===== src/rtl/emc_pkg.sv =====
package emc_pkg;
  localparam int CTR_COUNT = 9;
  localparam int ADDR_W = 8;

  // byte offsets inside the slave register window
  localparam logic [7:0] OFS_GOOD_FRAMES_RECEIVED = 8'hB4;
  localparam logic [7:0] OFS_FCS_ERROR_FRAMES = 8'hCC;
  localparam logic [7:0] OFS_RX_OVERRUN_LOST_FRAMES = 8'hCE;
  localparam logic [7:0] OFS_BROADCAST_TX_OCTETS = 8'hD8;
  localparam logic [7:0] OFS_GOOD_FRAMES_SENT = 8'hDC;
  localparam logic [7:0] OFS_DEFERRED_TX_FRAMES = 8'hE4;
  localparam logic [7:0] OFS_CARRIER_LOSS_EVENTS = 8'hF8;
  localparam logic [7:0] OFS_COLLISION_ABORT_FRAMES = 8'hFC;
  localparam logic [7:0] OFS_EXCESS_DEFERRAL_FRAMES = 8'hFE;

  // counter slots, also the bit positions of the per-counter disable vector
  localparam logic [3:0] IDX_GFR = 4'h0;
  localparam logic [3:0] IDX_FCS = 4'h1;
  localparam logic [3:0] IDX_LOSS = 4'h2;
  localparam logic [3:0] IDX_BTO = 4'h3;
  localparam logic [3:0] IDX_GFS = 4'h4;
  localparam logic [3:0] IDX_DEF = 4'h5;
  localparam logic [3:0] IDX_CARR = 4'h6;
  localparam logic [3:0] IDX_ABRT = 4'h7;
  localparam logic [3:0] IDX_XDEF = 4'h8;
  localparam logic [3:0] IDX_NONE = 4'hF;

  localparam logic [31:0] THRESH_32 = 32'hC000_0000;
  localparam logic [15:0] THRESH_16 = 16'hC000;
  localparam logic [31:0] RESET_32 = 32'h0000_0000;
  localparam logic [15:0] RESET_16 = 16'h0000;
  localparam logic [31:0] ONE_32 = 32'h0000_0001;
  localparam logic [15:0] ONE_16 = 16'h0001;
  localparam logic [31:0] VLAN_TAG_OCTETS = 32'h0000_0004;
  localparam logic [47:0] BCAST_ADDR = 48'hFFFF_FFFF_FFFF;
endpackage


===== src/rtl/emc_ctr_if.sv =====
`timescale 1ns/1ps
interface emc_ctr_if #(parameter int W = 32);
  logic inc;
  logic [W-1:0] amount;
  logic load;
  logic [W-1:0] wdata;
  logic [W-1:0] value;
  logic hit;
  modport ctl (output inc, output amount, output load, output wdata, input value, input hit);
  modport ctr (input inc, input amount, input load, input wdata, output value, output hit);
endinterface


===== src/rtl/emc_counter.sv =====
`timescale 1ns/1ps
module emc_counter #(
  parameter int W = 32,
  parameter logic [W-1:0] THRESH = '0
) (
  input wire logic clk,
  input wire logic rst_n,
  emc_ctr_if.ctr port
);
  import emc_pkg::*;

  logic [W-1:0] value_q;
  logic [W-1:0] value_d;
  logic hit_q;
  logic hit_d;

  always_comb begin
    value_d = value_q;
    hit_d = 1'b0;
    if (port.load) begin
      value_d = port.wdata;
    end else if (port.inc) begin
      // plain modulo add: wraps to zero past the top, never saturates
      value_d = W'(value_q + port.amount);
      // crossing test so a multi-octet step cannot jump over the threshold
      hit_d = (value_q < THRESH) && (value_d >= THRESH) && (value_d >= value_q);
    end
  end

  always_ff @(posedge clk or negedge rst_n) begin
    if (!rst_n) begin
      value_q <= '0;
    end else begin
      value_q <= value_d;
    end
  end

  always_ff @(posedge clk or negedge rst_n) begin
    if (!rst_n) begin
      hit_q <= 1'b0;
    end else begin
      hit_q <= hit_d;
    end
  end

  assign port.value = value_q;
  assign port.hit = hit_q;

  load_value_a: assert property (@(posedge clk) disable iff (!rst_n)
    port.load |=> value_q == $past(port.wdata))
    else $error("counter did not take written value");

  step_exact_a: assert property (@(posedge clk) disable iff (!rst_n)
    (port.inc && !port.load) |=> value_q == W'($past(value_q) + $past(port.amount)))
    else $error("counter step differs from requested amount");

  read_hold_a: assert property (@(posedge clk) disable iff (!rst_n)
    (!port.inc && !port.load) |=> $stable(value_q))
    else $error("counter changed without event or write");

  wrap_zero_a: assert property (@(posedge clk) disable iff (!rst_n)
    (port.inc && !port.load && (&value_q) && port.amount == W'(1)) |=> value_q == '0)
    else $error("counter did not wrap to zero");

  hit_cause_a: assert property (@(posedge clk) disable iff (!rst_n)
    hit_q |-> (value_q >= THRESH) && ($past(value_q) < THRESH))
    else $error("threshold hit without crossing");
endmodule // emc_counter


===== src/rtl/emc_stat_counters.sv =====
`timescale 1ns/1ps
// Notes on behaviour
// - broadcast tx octets add data plus padding
// - broadcast octet counts add 4 for a vlan tag the mac inserts
// - 32-bit counters raise flag at threshold
// - 16-bit counters raise flag at threshold
// - count only when globally on, unmasked
// - 16-bit counters wrap, never saturate
// - 32-bit frame counters wrap, never saturate
// - count carrier drops during collision-free transmit
// - ignore carrier until preamble and sfd sent
// - count frames aborted by excess collisions
// - count whole-octet fcs failures, not long/short
// - count filtered frames hit by fifo overrun
// - skip frames dropped with fifo full
// - good rx excludes long, fcs, length, alignment and overrun frames
// - count first-attempt deferrals without collision
// - excessive deferral counts once per frame
// - good tx counts each successful frame
module emc_stat_counters (
  input wire logic clk,
  input wire logic rst_n,
  // register access port, byte offset within the window
  input wire logic [emc_pkg::ADDR_W-1:0] reg_addr,
  input wire logic reg_wr_en,
  input wire logic reg_rd_en,
  input wire logic [31:0] reg_wdata,
  output logic [31:0] reg_rdata_q,
  output logic reg_rvalid_q,
  // statistics control
  input wire logic counters_global_on,
  input wire logic [emc_pkg::CTR_COUNT-1:0] per_counter_disable,
  input wire logic flag_clear,
  output logic counter_threshold_flag_q,
  // transmit report, qualified by tx_end
  input wire logic tx_end,
  input wire logic tx_ok,
  input wire logic [47:0] tx_dest_addr,
  input wire logic [15:0] tx_octets,
  input wire logic tx_vlan_inserted,
  input wire logic tx_first_deferred,
  input wire logic tx_coll_seen,
  input wire logic tx_excess_coll,
  input wire logic tx_excess_defer,
  // transmit live status
  input wire logic tx_active,
  input wire logic tx_sfd_done,
  input wire logic tx_collision,
  input wire logic tx_crs,
  // receive report, qualified by rx_end
  input wire logic rx_end,
  input wire logic rx_ok,
  input wire logic rx_fcs_bad,
  input wire logic rx_whole_octets,
  input wire logic rx_too_long,
  input wire logic rx_too_short,
  input wire logic rx_len_err,
  input wire logic rx_align_err,
  input wire logic rx_addr_match,
  input wire logic rx_overrun,
  input wire logic rx_dropped_at_start
);
  import emc_pkg::*;

  function automatic logic [3:0] ctr_index(input logic [ADDR_W-1:0] a);
    logic [3:0] idx;
    idx = IDX_NONE;
    unique case (a)
      OFS_GOOD_FRAMES_RECEIVED: idx = IDX_GFR;
      OFS_FCS_ERROR_FRAMES: idx = IDX_FCS;
      OFS_RX_OVERRUN_LOST_FRAMES: idx = IDX_LOSS;
      OFS_BROADCAST_TX_OCTETS: idx = IDX_BTO;
      OFS_GOOD_FRAMES_SENT: idx = IDX_GFS;
      OFS_DEFERRED_TX_FRAMES: idx = IDX_DEF;
      OFS_CARRIER_LOSS_EVENTS: idx = IDX_CARR;
      OFS_COLLISION_ABORT_FRAMES: idx = IDX_ABRT;
      OFS_EXCESS_DEFERRAL_FRAMES: idx = IDX_XDEF;
      default: idx = IDX_NONE;
    endcase
    return idx;
  endfunction

  emc_ctr_if #(.W(32)) gfr_if ();
  emc_ctr_if #(.W(16)) fcs_if ();
  emc_ctr_if #(.W(16)) loss_if ();
  emc_ctr_if #(.W(32)) bto_if ();
  emc_ctr_if #(.W(32)) gfs_if ();
  emc_ctr_if #(.W(32)) def_if ();
  emc_ctr_if #(.W(16)) carr_if ();
  emc_ctr_if #(.W(16)) abrt_if ();
  emc_ctr_if #(.W(16)) xdef_if ();

  logic [CTR_COUNT-1:0] event_v;
  logic [CTR_COUNT-1:0] inc_v;
  logic [CTR_COUNT-1:0] hit_v;
  logic [31:0] value_a [CTR_COUNT];
  logic [3:0] wr_idx;
  logic [3:0] rd_idx;
  logic tx_crs_q;
  logic carrier_drop;
  logic [31:0] bcast_octets;
  logic tx_is_bcast;

  // carrier history, only consulted once the sfd is out
  always_ff @(posedge clk or negedge rst_n) begin
    if (!rst_n) begin
      tx_crs_q <= 1'b0;
    end else begin
      tx_crs_q <= tx_crs;
    end
  end

  assign carrier_drop = tx_crs_q && !tx_crs && tx_active && tx_sfd_done && !tx_collision;

  assign tx_is_bcast = (tx_dest_addr == BCAST_ADDR);
  // mac reports octets without a tag it inserts itself, so put it back
  assign bcast_octets = 32'({16'h0000, tx_octets}
                            + (tx_vlan_inserted ? VLAN_TAG_OCTETS : RESET_32));

  always_comb begin
    event_v = '0;
    event_v[IDX_GFR] = rx_end && rx_ok && !rx_too_long && !rx_fcs_bad && !rx_len_err
                       && !rx_align_err && !rx_overrun;
    event_v[IDX_FCS] = rx_end && rx_fcs_bad && rx_whole_octets && !rx_too_long
                       && !rx_too_short;
    event_v[IDX_LOSS] = rx_end && rx_addr_match && rx_overrun && !rx_dropped_at_start;
    event_v[IDX_BTO] = tx_end && tx_ok && tx_is_bcast;
    event_v[IDX_GFS] = tx_end && tx_ok;
    event_v[IDX_DEF] = tx_end && tx_first_deferred && !tx_coll_seen;
    event_v[IDX_CARR] = carrier_drop;
    event_v[IDX_ABRT] = tx_end && tx_excess_coll;
    // sampled only at frame end, so one frame can never count twice
    event_v[IDX_XDEF] = tx_end && tx_excess_defer;
  end

  assign inc_v = counters_global_on ? (event_v & ~per_counter_disable) : '0;
  assign wr_idx = reg_wr_en ? ctr_index(reg_addr) : IDX_NONE;
  assign rd_idx = ctr_index(reg_addr);

  // a write to a counter wins over a same-cycle event for that counter
  assign gfr_if.inc = inc_v[IDX_GFR];
  assign gfr_if.amount = ONE_32;
  assign gfr_if.load = (wr_idx == IDX_GFR);
  assign gfr_if.wdata = reg_wdata;
  assign fcs_if.inc = inc_v[IDX_FCS];
  assign fcs_if.amount = ONE_16;
  assign fcs_if.load = (wr_idx == IDX_FCS);
  assign fcs_if.wdata = reg_wdata[15:0];
  assign loss_if.inc = inc_v[IDX_LOSS];
  assign loss_if.amount = ONE_16;
  assign loss_if.load = (wr_idx == IDX_LOSS);
  assign loss_if.wdata = reg_wdata[15:0];
  assign bto_if.inc = inc_v[IDX_BTO];
  assign bto_if.amount = bcast_octets;
  assign bto_if.load = (wr_idx == IDX_BTO);
  assign bto_if.wdata = reg_wdata;
  assign gfs_if.inc = inc_v[IDX_GFS];
  assign gfs_if.amount = ONE_32;
  assign gfs_if.load = (wr_idx == IDX_GFS);
  assign gfs_if.wdata = reg_wdata;
  assign def_if.inc = inc_v[IDX_DEF];
  assign def_if.amount = ONE_32;
  assign def_if.load = (wr_idx == IDX_DEF);
  assign def_if.wdata = reg_wdata;
  assign carr_if.inc = inc_v[IDX_CARR];
  assign carr_if.amount = ONE_16;
  assign carr_if.load = (wr_idx == IDX_CARR);
  assign carr_if.wdata = reg_wdata[15:0];
  assign abrt_if.inc = inc_v[IDX_ABRT];
  assign abrt_if.amount = ONE_16;
  assign abrt_if.load = (wr_idx == IDX_ABRT);
  assign abrt_if.wdata = reg_wdata[15:0];
  assign xdef_if.inc = inc_v[IDX_XDEF];
  assign xdef_if.amount = ONE_16;
  assign xdef_if.load = (wr_idx == IDX_XDEF);
  assign xdef_if.wdata = reg_wdata[15:0];

  emc_counter #(.W(32), .THRESH(THRESH_32)) u_gfr (
    .clk(clk), .rst_n(rst_n), .port(gfr_if.ctr)
  );
  emc_counter #(.W(16), .THRESH(THRESH_16)) u_fcs (
    .clk(clk), .rst_n(rst_n), .port(fcs_if.ctr)
  );
  emc_counter #(.W(16), .THRESH(THRESH_16)) u_loss (
    .clk(clk), .rst_n(rst_n), .port(loss_if.ctr)
  );
  emc_counter #(.W(32), .THRESH(THRESH_32)) u_bto (
    .clk(clk), .rst_n(rst_n), .port(bto_if.ctr)
  );
  emc_counter #(.W(32), .THRESH(THRESH_32)) u_gfs (
    .clk(clk), .rst_n(rst_n), .port(gfs_if.ctr)
  );
  emc_counter #(.W(32), .THRESH(THRESH_32)) u_def (
    .clk(clk), .rst_n(rst_n), .port(def_if.ctr)
  );
  emc_counter #(.W(16), .THRESH(THRESH_16)) u_carr (
    .clk(clk), .rst_n(rst_n), .port(carr_if.ctr)
  );
  emc_counter #(.W(16), .THRESH(THRESH_16)) u_abrt (
    .clk(clk), .rst_n(rst_n), .port(abrt_if.ctr)
  );
  emc_counter #(.W(16), .THRESH(THRESH_16)) u_xdef (
    .clk(clk), .rst_n(rst_n), .port(xdef_if.ctr)
  );

  // narrow counters read in the low half, upper bits zero
  assign value_a[IDX_GFR] = gfr_if.value;
  assign value_a[IDX_FCS] = {16'h0000, fcs_if.value};
  assign value_a[IDX_LOSS] = {16'h0000, loss_if.value};
  assign value_a[IDX_BTO] = bto_if.value;
  assign value_a[IDX_GFS] = gfs_if.value;
  assign value_a[IDX_DEF] = def_if.value;
  assign value_a[IDX_CARR] = {16'h0000, carr_if.value};
  assign value_a[IDX_ABRT] = {16'h0000, abrt_if.value};
  assign value_a[IDX_XDEF] = {16'h0000, xdef_if.value};

  assign hit_v = {xdef_if.hit, abrt_if.hit, carr_if.hit, def_if.hit, gfs_if.hit,
                  bto_if.hit, loss_if.hit, fcs_if.hit, gfr_if.hit};

  // reads never disturb a counter
  always_ff @(posedge clk or negedge rst_n) begin
    if (!rst_n) begin
      reg_rdata_q <= RESET_32;
    end else if (reg_rd_en) begin
      reg_rdata_q <= (rd_idx == IDX_NONE) ? RESET_32 : value_a[rd_idx];
    end
  end

  always_ff @(posedge clk or negedge rst_n) begin
    if (!rst_n) begin
      reg_rvalid_q <= 1'b0;
    end else begin
      reg_rvalid_q <= reg_rd_en;
    end
  end

  // set beats clear so a hit in the clearing cycle is kept
  always_ff @(posedge clk or negedge rst_n) begin
    if (!rst_n) begin
      counter_threshold_flag_q <= 1'b0;
    end else if (|hit_v) begin
      counter_threshold_flag_q <= 1'b1;
    end else if (flag_clear) begin
      counter_threshold_flag_q <= 1'b0;
    end
  end

  flag_set_a: assert property (@(posedge clk) disable iff (!rst_n)
    (|hit_v) |=> counter_threshold_flag_q)
    else $error("threshold hit did not set flag");

  flag_sticky_a: assert property (@(posedge clk) disable iff (!rst_n)
    (counter_threshold_flag_q && !flag_clear) |=> counter_threshold_flag_q)
    else $error("flag dropped without clear");

  gate_global_a: assert property (@(posedge clk) disable iff (!rst_n)
    !counters_global_on |-> (inc_v == '0))
    else $error("counter stepped while globally off");

  gate_mask_a: assert property (@(posedge clk) disable iff (!rst_n)
    (event_v[IDX_GFS] && counters_global_on && !per_counter_disable[IDX_GFS]) |-> gfs_if.inc)
    else $error("enabled counter missed event");

  carrier_drop_a: assert property (@(posedge clk) disable iff (!rst_n)
    ($fell(tx_crs) && tx_active && tx_sfd_done && !tx_collision && counters_global_on
     && !per_counter_disable[IDX_CARR] && !carr_if.load)
    |=> carr_if.value == 16'($past(carr_if.value) + ONE_16))
    else $error("carrier drop not counted");

  carrier_pre_sfd_a: assert property (@(posedge clk) disable iff (!rst_n)
    !tx_sfd_done |-> !carr_if.inc)
    else $error("carrier counted before sfd");

  lost_full_a: assert property (@(posedge clk) disable iff (!rst_n)
    rx_dropped_at_start |-> !loss_if.inc)
    else $error("dropped frame counted as loss");

  read_answer_a: assert property (@(posedge clk) disable iff (!rst_n)
    (reg_rd_en && ctr_index(reg_addr) == IDX_GFS && !gfs_if.inc && !gfs_if.load)
    |=> reg_rvalid_q && reg_rdata_q == gfs_if.value)
    else $error("read returned wrong counter value");

  abort_count_a: assert property (@(posedge clk) disable iff (!rst_n)
    (tx_end && tx_excess_coll && counters_global_on && !per_counter_disable[IDX_ABRT])
    |-> abrt_if.inc)
    else $error("aborted frame not counted");

  fcs_filter_a: assert property (@(posedge clk) disable iff (!rst_n)
    (rx_end && (rx_too_long || rx_too_short || !rx_whole_octets)) |-> !fcs_if.inc)
    else $error("fcs count took a bad-length frame");

  loss_count_a: assert property (@(posedge clk) disable iff (!rst_n)
    (rx_end && rx_addr_match && rx_overrun && !rx_dropped_at_start && counters_global_on
     && !per_counter_disable[IDX_LOSS]) |-> loss_if.inc)
    else $error("visible overrun not counted");

  good_rx_excl_a: assert property (@(posedge clk) disable iff (!rst_n)
    (rx_end && (rx_too_long || rx_fcs_bad || rx_len_err || rx_align_err || rx_overrun))
    |-> !gfr_if.inc)
    else $error("errored frame counted as good");

  defer_coll_a: assert property (@(posedge clk) disable iff (!rst_n)
    (tx_end && tx_coll_seen) |-> !def_if.inc)
    else $error("collided frame counted as deferred");

  xdef_frame_a: assert property (@(posedge clk) disable iff (!rst_n)
    xdef_if.inc |-> tx_end)
    else $error("excess deferral counted outside frame end");

  bcast_only_a: assert property (@(posedge clk) disable iff (!rst_n)
    bto_if.inc |-> (tx_end && tx_ok && tx_dest_addr == BCAST_ADDR))
    else $error("non-broadcast octets counted");
endmodule // emc_stat_counters


===== config.mk =====
export PLATFORM = sky130hd
export DESIGN_NAME = emc_stat_counters
export DESIGN_NICKNAME = d
export VERILOG_FILES = /design/src/rtl/emc_pkg.sv /design/src/rtl/emc_ctr_if.sv /design/src/rtl/emc_counter.sv /design/src/rtl/emc_stat_counters.sv
export SDC_FILE = /design/constraint.sdc
export NUM_CORES = 1
export LEC_CHECK = 0
export BUFFER_PORTS_ARGS = -buffer_cell sky130_fd_sc_hd__buf_4
export CORE_MARGIN = 2
export CORE_UTILIZATION = 27
export DETAILED_ROUTE_END_ITERATION = 7
export GPL_TIMING_DRIVEN = 0
export RECOVER_POWER = 50
export SLEW_MARGIN = 20
export SYNTH_ARGS = -nofsm -noshare
export SYNTH_HDL_FRONTEND = slang
export SYNTH_SLANG_ARGS = --single-unit
export TNS_END_PERCENT = 50

===== constraint.sdc =====
create_clock -name clk -period 9.5 [get_ports clk]
set_clock_uncertainty 0.05 [all_clocks]
set_input_delay 2.375 -clock clk [delete_from_list [all_inputs] [get_ports clk]]
set_output_delay 2.375 -clock clk [all_outputs]
set_load 0.05 [all_outputs]

After elaboration in Yosys (flattened, before gate mapping)
Cells that the tools add are included.
Widths: inputs -> output; s select.
- bits in registers: 252
- input bits: 141
- output and inout bits: 34
- logic and storage cells: 191
- add/subtract/negate cells: 10
- magnitude comparators: 28
- eq/ne operators: 19
- muxes and demuxes: 46
- bitwise logic cells: 3
- reduce and logical (&&, ||, !) cells: 63
- operators by type and width (operator ; count):
    $mux 32 ; 11
    $mux 16 ; 10
    $bmux 32 s4 ; 1
    $ge 32x32->1 ; 4
    $ge 32x32->1 const B ; 4
    $lt 32x32->1 const B ; 4
    $add 32x1->32 const B ; 3
    $add 16x1->16 const B ; 5
    $ge 16x16->1 ; 5
    $ge 16x16->1 const B ; 5
    $lt 16x16->1 const B ; 5
    $eq 8x8->1 const B ; 9
    $eq 48x48->1 const B ; 1
    $logic_and 1x1->1 ; 41
    $pmux 4 s9 ; 1
    $add 32x17->32 ; 1
    $mux 1 ; 20
    $reduce_bool 2->1 ; 10
    $add 16x3->17 ; 1
    $eq 4x3->1 const B ; 4
    $logic_not 1->1 ; 10
    $and 9x9->9 ; 1
    $mux 9 ; 1
    $not 9->9 ; 1
    other kinds (9) ; 11

Depth between registers and ports, before layout
- depth in word-level cells: 10
- mapped depth: 17
- mapped depth without buffers: 17

Cells and area by module
Synthesis repeated with hierarchy kept, for this count alone.
- cell total of the unflattened synthesis: 3644
- area total of the unflattened synthesis: 30626.9 µm²
- by module, submodules not included (module ; instances ; cells each ; area an instance (µm²) ; seq. area each (µm²)):
    emc_counter (u_bto ...) ; 4 ; 522 ; 4269.1 ; 825.8
    emc_counter (u_abrt ...) ; 4 ; 232 ; 1999.4 ; 425.4
    emc_stat_counters ; 1 ; 406 ; 3674.8 ; 875.8
    emc_counter (u_xdef) ; 1 ; 222 ; 1878.1 ; 425.4

Least setup slack after synthesis
OpenSTA, ideal clock, no wires.
- kind: input-to-reg
- from: input tx_octets[2]
- to: register u_bto.value_q[22] (netlist: u_bto.port.value[22])
- setup time: 135 ps
- data arrival time: 5135 ps
- required time: 9315 ps
- slack: 4180 ps
- stages on the path: 17
- path buffers: 0
- cell sequence: inv_1 fa_1 inv_1 ha_1 a211oi_1 o21bai_1 a211o_1 nand3_1 a32oi_1 a21oi_1 nand2b_1 nor2_1 and3_1 ha_1 nor2_1 a21oi_1 o21ai_0
- cells in the longest elaborated chain, start to end: 4
- RTL lines (item ; line ; RTL):
    start, declared ; emc_stat_counters.sv:39 ; input wire logic [15:0] tx_octets,
    $add 16x3->17 ; emc_stat_counters.sv:118 ; + (tx_vlan_inserted ? VLAN_TAG_OCTETS : RESET_32));
    $add 32x17->32 ; emc_counter.sv:24 ; value_d = W'(value_q + port.amount);
    $mux 32 ; emc_counter.sv:22 ; end else if (port.inc) begin
    $mux 32 ; emc_counter.sv:20 ; if (port.load) begin
    end signal, assigned ; emc_counter.sv:34 ; value_q <= value_d;
    end, declared ; emc_counter.sv:12 ; logic [W-1:0] value_q;
No other way between the ends. The select of a mux whose other input is x is not followed.
A chain may end at the register's enable or synchronous reset.

Worst setup path in the final report
Ends and elaborated chain as after synthesis.

==> reports/metrics.yaml <==
hold_class: "flip-flop to flip-flop"
synth_ff_type: "dfrtp_1"
nets: 2843
internal_power_mw: 2.10
grt_max_degree: 78
initial_core_util: 0.273
worstPathArrival_ps: 5840
worst_pin_slew_ps: 3660
finalMaxSlewViolations: 59
yosys-top-cells-count: "nand2_1 (392), dfrtp_1 (252), nor2_1 (223)"
finalSetupTns_ps: 0
antenna_cells: 0
p_leak_nw: 9.11
dieArea_mm2: 0.0713
final_antenna_net_count: 0
cts_root_buf: "clkbuf_16"
synth_edf_count: 0
area_growth_pct: 18.2
ctsHoldBuffers: 0
syn_avg_cell_area_um2: 7.85
failed_checks: "capacitance limit, slew limit"
post-cts-setup-buffer-count: 0
switchingPower_uw: 963
num_rows: 96
htreeDepth: 1
end_kind: "flip-flop"
dr.pass1.iters: 5
io-pin-count: 175
syn_inst: 2380
reg2regPathDepth: 17
core_mm2: 0.0686
path_clk_slew_ps: 60
route.detailed.drc: 0
dieWidth_um: 267
placedCellCount: 3470
min_period_ps: 5430
grt_setup_unrepaired: "false"
post-route-util: 0.322
clock_path_buffers: 3
wl_per_cell_um: 19.9
finalSetupViolCount: 0
dpl.hpwl_um: 53600
stdcell_area_mm2: 0.0221
avgViaCountPerCell: 5.14
synth_largest_area_cell: "dfrtp_1"
gp_congestion: 0.917
ir_drop_v: 0.000138
startpoint_type: "input port"
antenna_found_initial: 0
period_share: 0.572
p_per_area_mw_per_mm2: 139
cts_num_sinks: 252
cap_violations: 1
grt_pass1_vias: 17323
synth_seq_area_share: 0.337
clkPwrFrac: 0.402
finalNonFillerCells: 3525
critical_path_class: "input port to flip-flop"
swShare: 0.314
yosys_register_bits: 252
synthArstFlopShare: 1.00
cp.required_ps: 9900
drt_iter0_drc: 1746
clk_latency_ps: 620
yosysTopAreaCellShare: 0.337
numCtsBuffers: 30
vias: 18102
status: "finished with violations"
ys_top_cells_by_area: "dfrtp_1 (34%), ha_1 (8.6%), nand2_1 (7.9%)"
drive_gt1_frac: 0.112
fmax_mhz: 184
yosys_warnings: 0
portBuffers: 156
grt_use_total: 0.194
syn_area_mm2: 0.0187
placed_area_mm2: 0.0211
final_hold_viol_count: 0
hold_path_depth: 2
yosysMostFrequentCell: "nand2_1"
overflow: 0
wirelength_um: 70100
cts_resized: 0
cts_tree: "done"
critical_path_peak_fanout: 2
grt_pass1_wl_um: 106000
pwr-share-seq: 0.420
syn-num-nets: 2652
relSlewSlack: -1.44
dieHeight_um: 267
combinationalPowerShare: 0.178
synth.distinct_cells: 79
## critical path, cell delays in order
cell and delay (ps):
buf_4 70, inv_1 50, fa_1 590, inv_1 60
ha_1 300, a211oi_1 270, o21bai_1 140, a211o_1 350
nand3_1 110, a32oi_1 150, a21oi_1 430, nand2b_1 190
nor2_1 70, and3_1 180, ha_1 260, nor2_1 40
a21oi_1 130, o21ai_0 80
## power by group through the flow
stage                     logic [mW]  registers (mW)  clock network (mW)
after floorplan                0.326            1.28                   0
after global placement         0.530            1.31                   0
after detailed placement       0.543            1.30                   0
after CTS                      0.545            1.29                1.25
after global routing           0.610            1.30                1.29
final                          0.546            1.29                1.23
## cells by family after synthesis
kind of cell	after synthesis	share of synthesized area
xor gates and xnor gates	134	0.0628
AOI/OAI and AO/OA	593	0.189
and+or+nand+nor	937	0.234
muxes	46	0.0248
DFF	252	0.337
adders and majority gates	131	0.0889
buffers and inverters	287	0.0635
## cells in the final DEF, fill, tap and decap left out, types with 16 or more instances in the layout
| cell | instances |
|---|---|
| mux2i_1 | 44 |
| nor3_1 | 38 |
| ha_1 | 128 |
| o21ai_0 | 219 |
| a31oi_1 | 20 |
| nand3_1 | 68 |
| clkbuf_16 | 30 |
| a221o_1 | 23 |
| buf_4 | 151 |
| xor2_1 | 58 |
| a21oi_1 | 190 |
| nor2_1 | 223 |
| o211ai_1 | 18 |
| and3_1 | 60 |
| o21ai_1 | 23 |
| buf_2 | 46 |
| dfrtp_1 | 252 |
| inv_1 | 137 |
| o22ai_1 | 18 |
| clkbuf_1 | 109 |
| nand4_1 | 41 |
| xnor2_1 | 76 |
| nor4_1 | 23 |
| nand2_1 | 392 |
| o221ai_1 | 16 |
## routing by layer
| metal | global-route usage | vias up | share of wire | wire length, µm |
|---|---|---|---|---|
| met3 | 0.0272 | 115 | 0.070 | 4930 |
| met2 | 0.325 | 636 | 0.47 | 32700 |
| li1 | - | 8658 | - | - |
| met1 | 0.258 | 8693 | 0.43 | 30500 |
| met5 | 0 | - | 0 | 0 |
| met4 | 0.0568 | 0 | 0.029 | 2010 |
## sequential cells by signal, indices dropped and copies added (netlist names)
| name | cells |
|---|---|
| u_carr.port.hit | 1 |
| u_gfs.port.hit | 1 |
| u_xdef.port.hit | 1 |
| u_xdef.port.value | 16 |
| reg_rvalid_q | 1 |
| u_gfr.port.value | 32 |
| u_loss.port.hit | 1 |
| u_carr.port.value | 16 |
| u_fcs.port.hit | 1 |
| u_abrt.port.hit | 1 |
| counter_threshold_flag_q | 1 |
| u_def.port.value | 32 |
| u_gfs.port.value | 32 |
| u_def.port.hit | 1 |
| u_abrt.port.value | 16 |
| u_bto.port.value | 32 |
| u_loss.port.value | 16 |
| u_gfr.port.hit | 1 |
| u_fcs.port.value | 16 |
| tx_crs_q | 1 |
| reg_rdata_q | 32 |
| u_bto.port.hit | 1 |
## per-stage QoR
step	worst slack (ps)	hold WS (ps)	total power, mW
after global placement	3450	391	1.84
after CTS	4020	404	3.08
final	4070	403	3.07
after detailed placement	3420	392	1.85
after global routing	3720	432	3.20
after floorplan	4180	379	1.61
## worst paths after layout
| path | from | slack (ps) | end |
|---|---|---|---|
| max | tx_octets[2] | 4070 | u_bto.port.value[22]$_DFFE_PN0P_ |
| min | u_bto.port.hit$_DFF_PN0_ | 400 | counter_threshold_flag_q$_DFFE_PN0P_ |
| max reg2reg | u_bto.port.value[2]$_DFFE_PN0P_ | 5460 | u_bto.port.value[22]$_DFFE_PN0P_ |
| min reg2reg | u_bto.port.hit$_DFF_PN0_ | 400 | counter_threshold_flag_q$_DFFE_PN0P_ |
| max in group asynchronous | rst_n | 4310 | u_def.port.value[19]$_DFFE_PN0P_ |
| min in group asynchronous | rst_n | 2950 | u_loss.port.value[3]$_DFFE_PN0P_ |
## layout make-up
cell class                 instances  area, µm²
fill                            7340      46500
inverter                         137        514
clock buffer                      41        832
clock inverter                    14        205
timing repair buffer             159       1190
sequential                       252       6310
multi-input combinational       1841      11200
buffer                           150        676
tap                              931       1160
No activity file was read; power rests on OpenSTA's default activity.
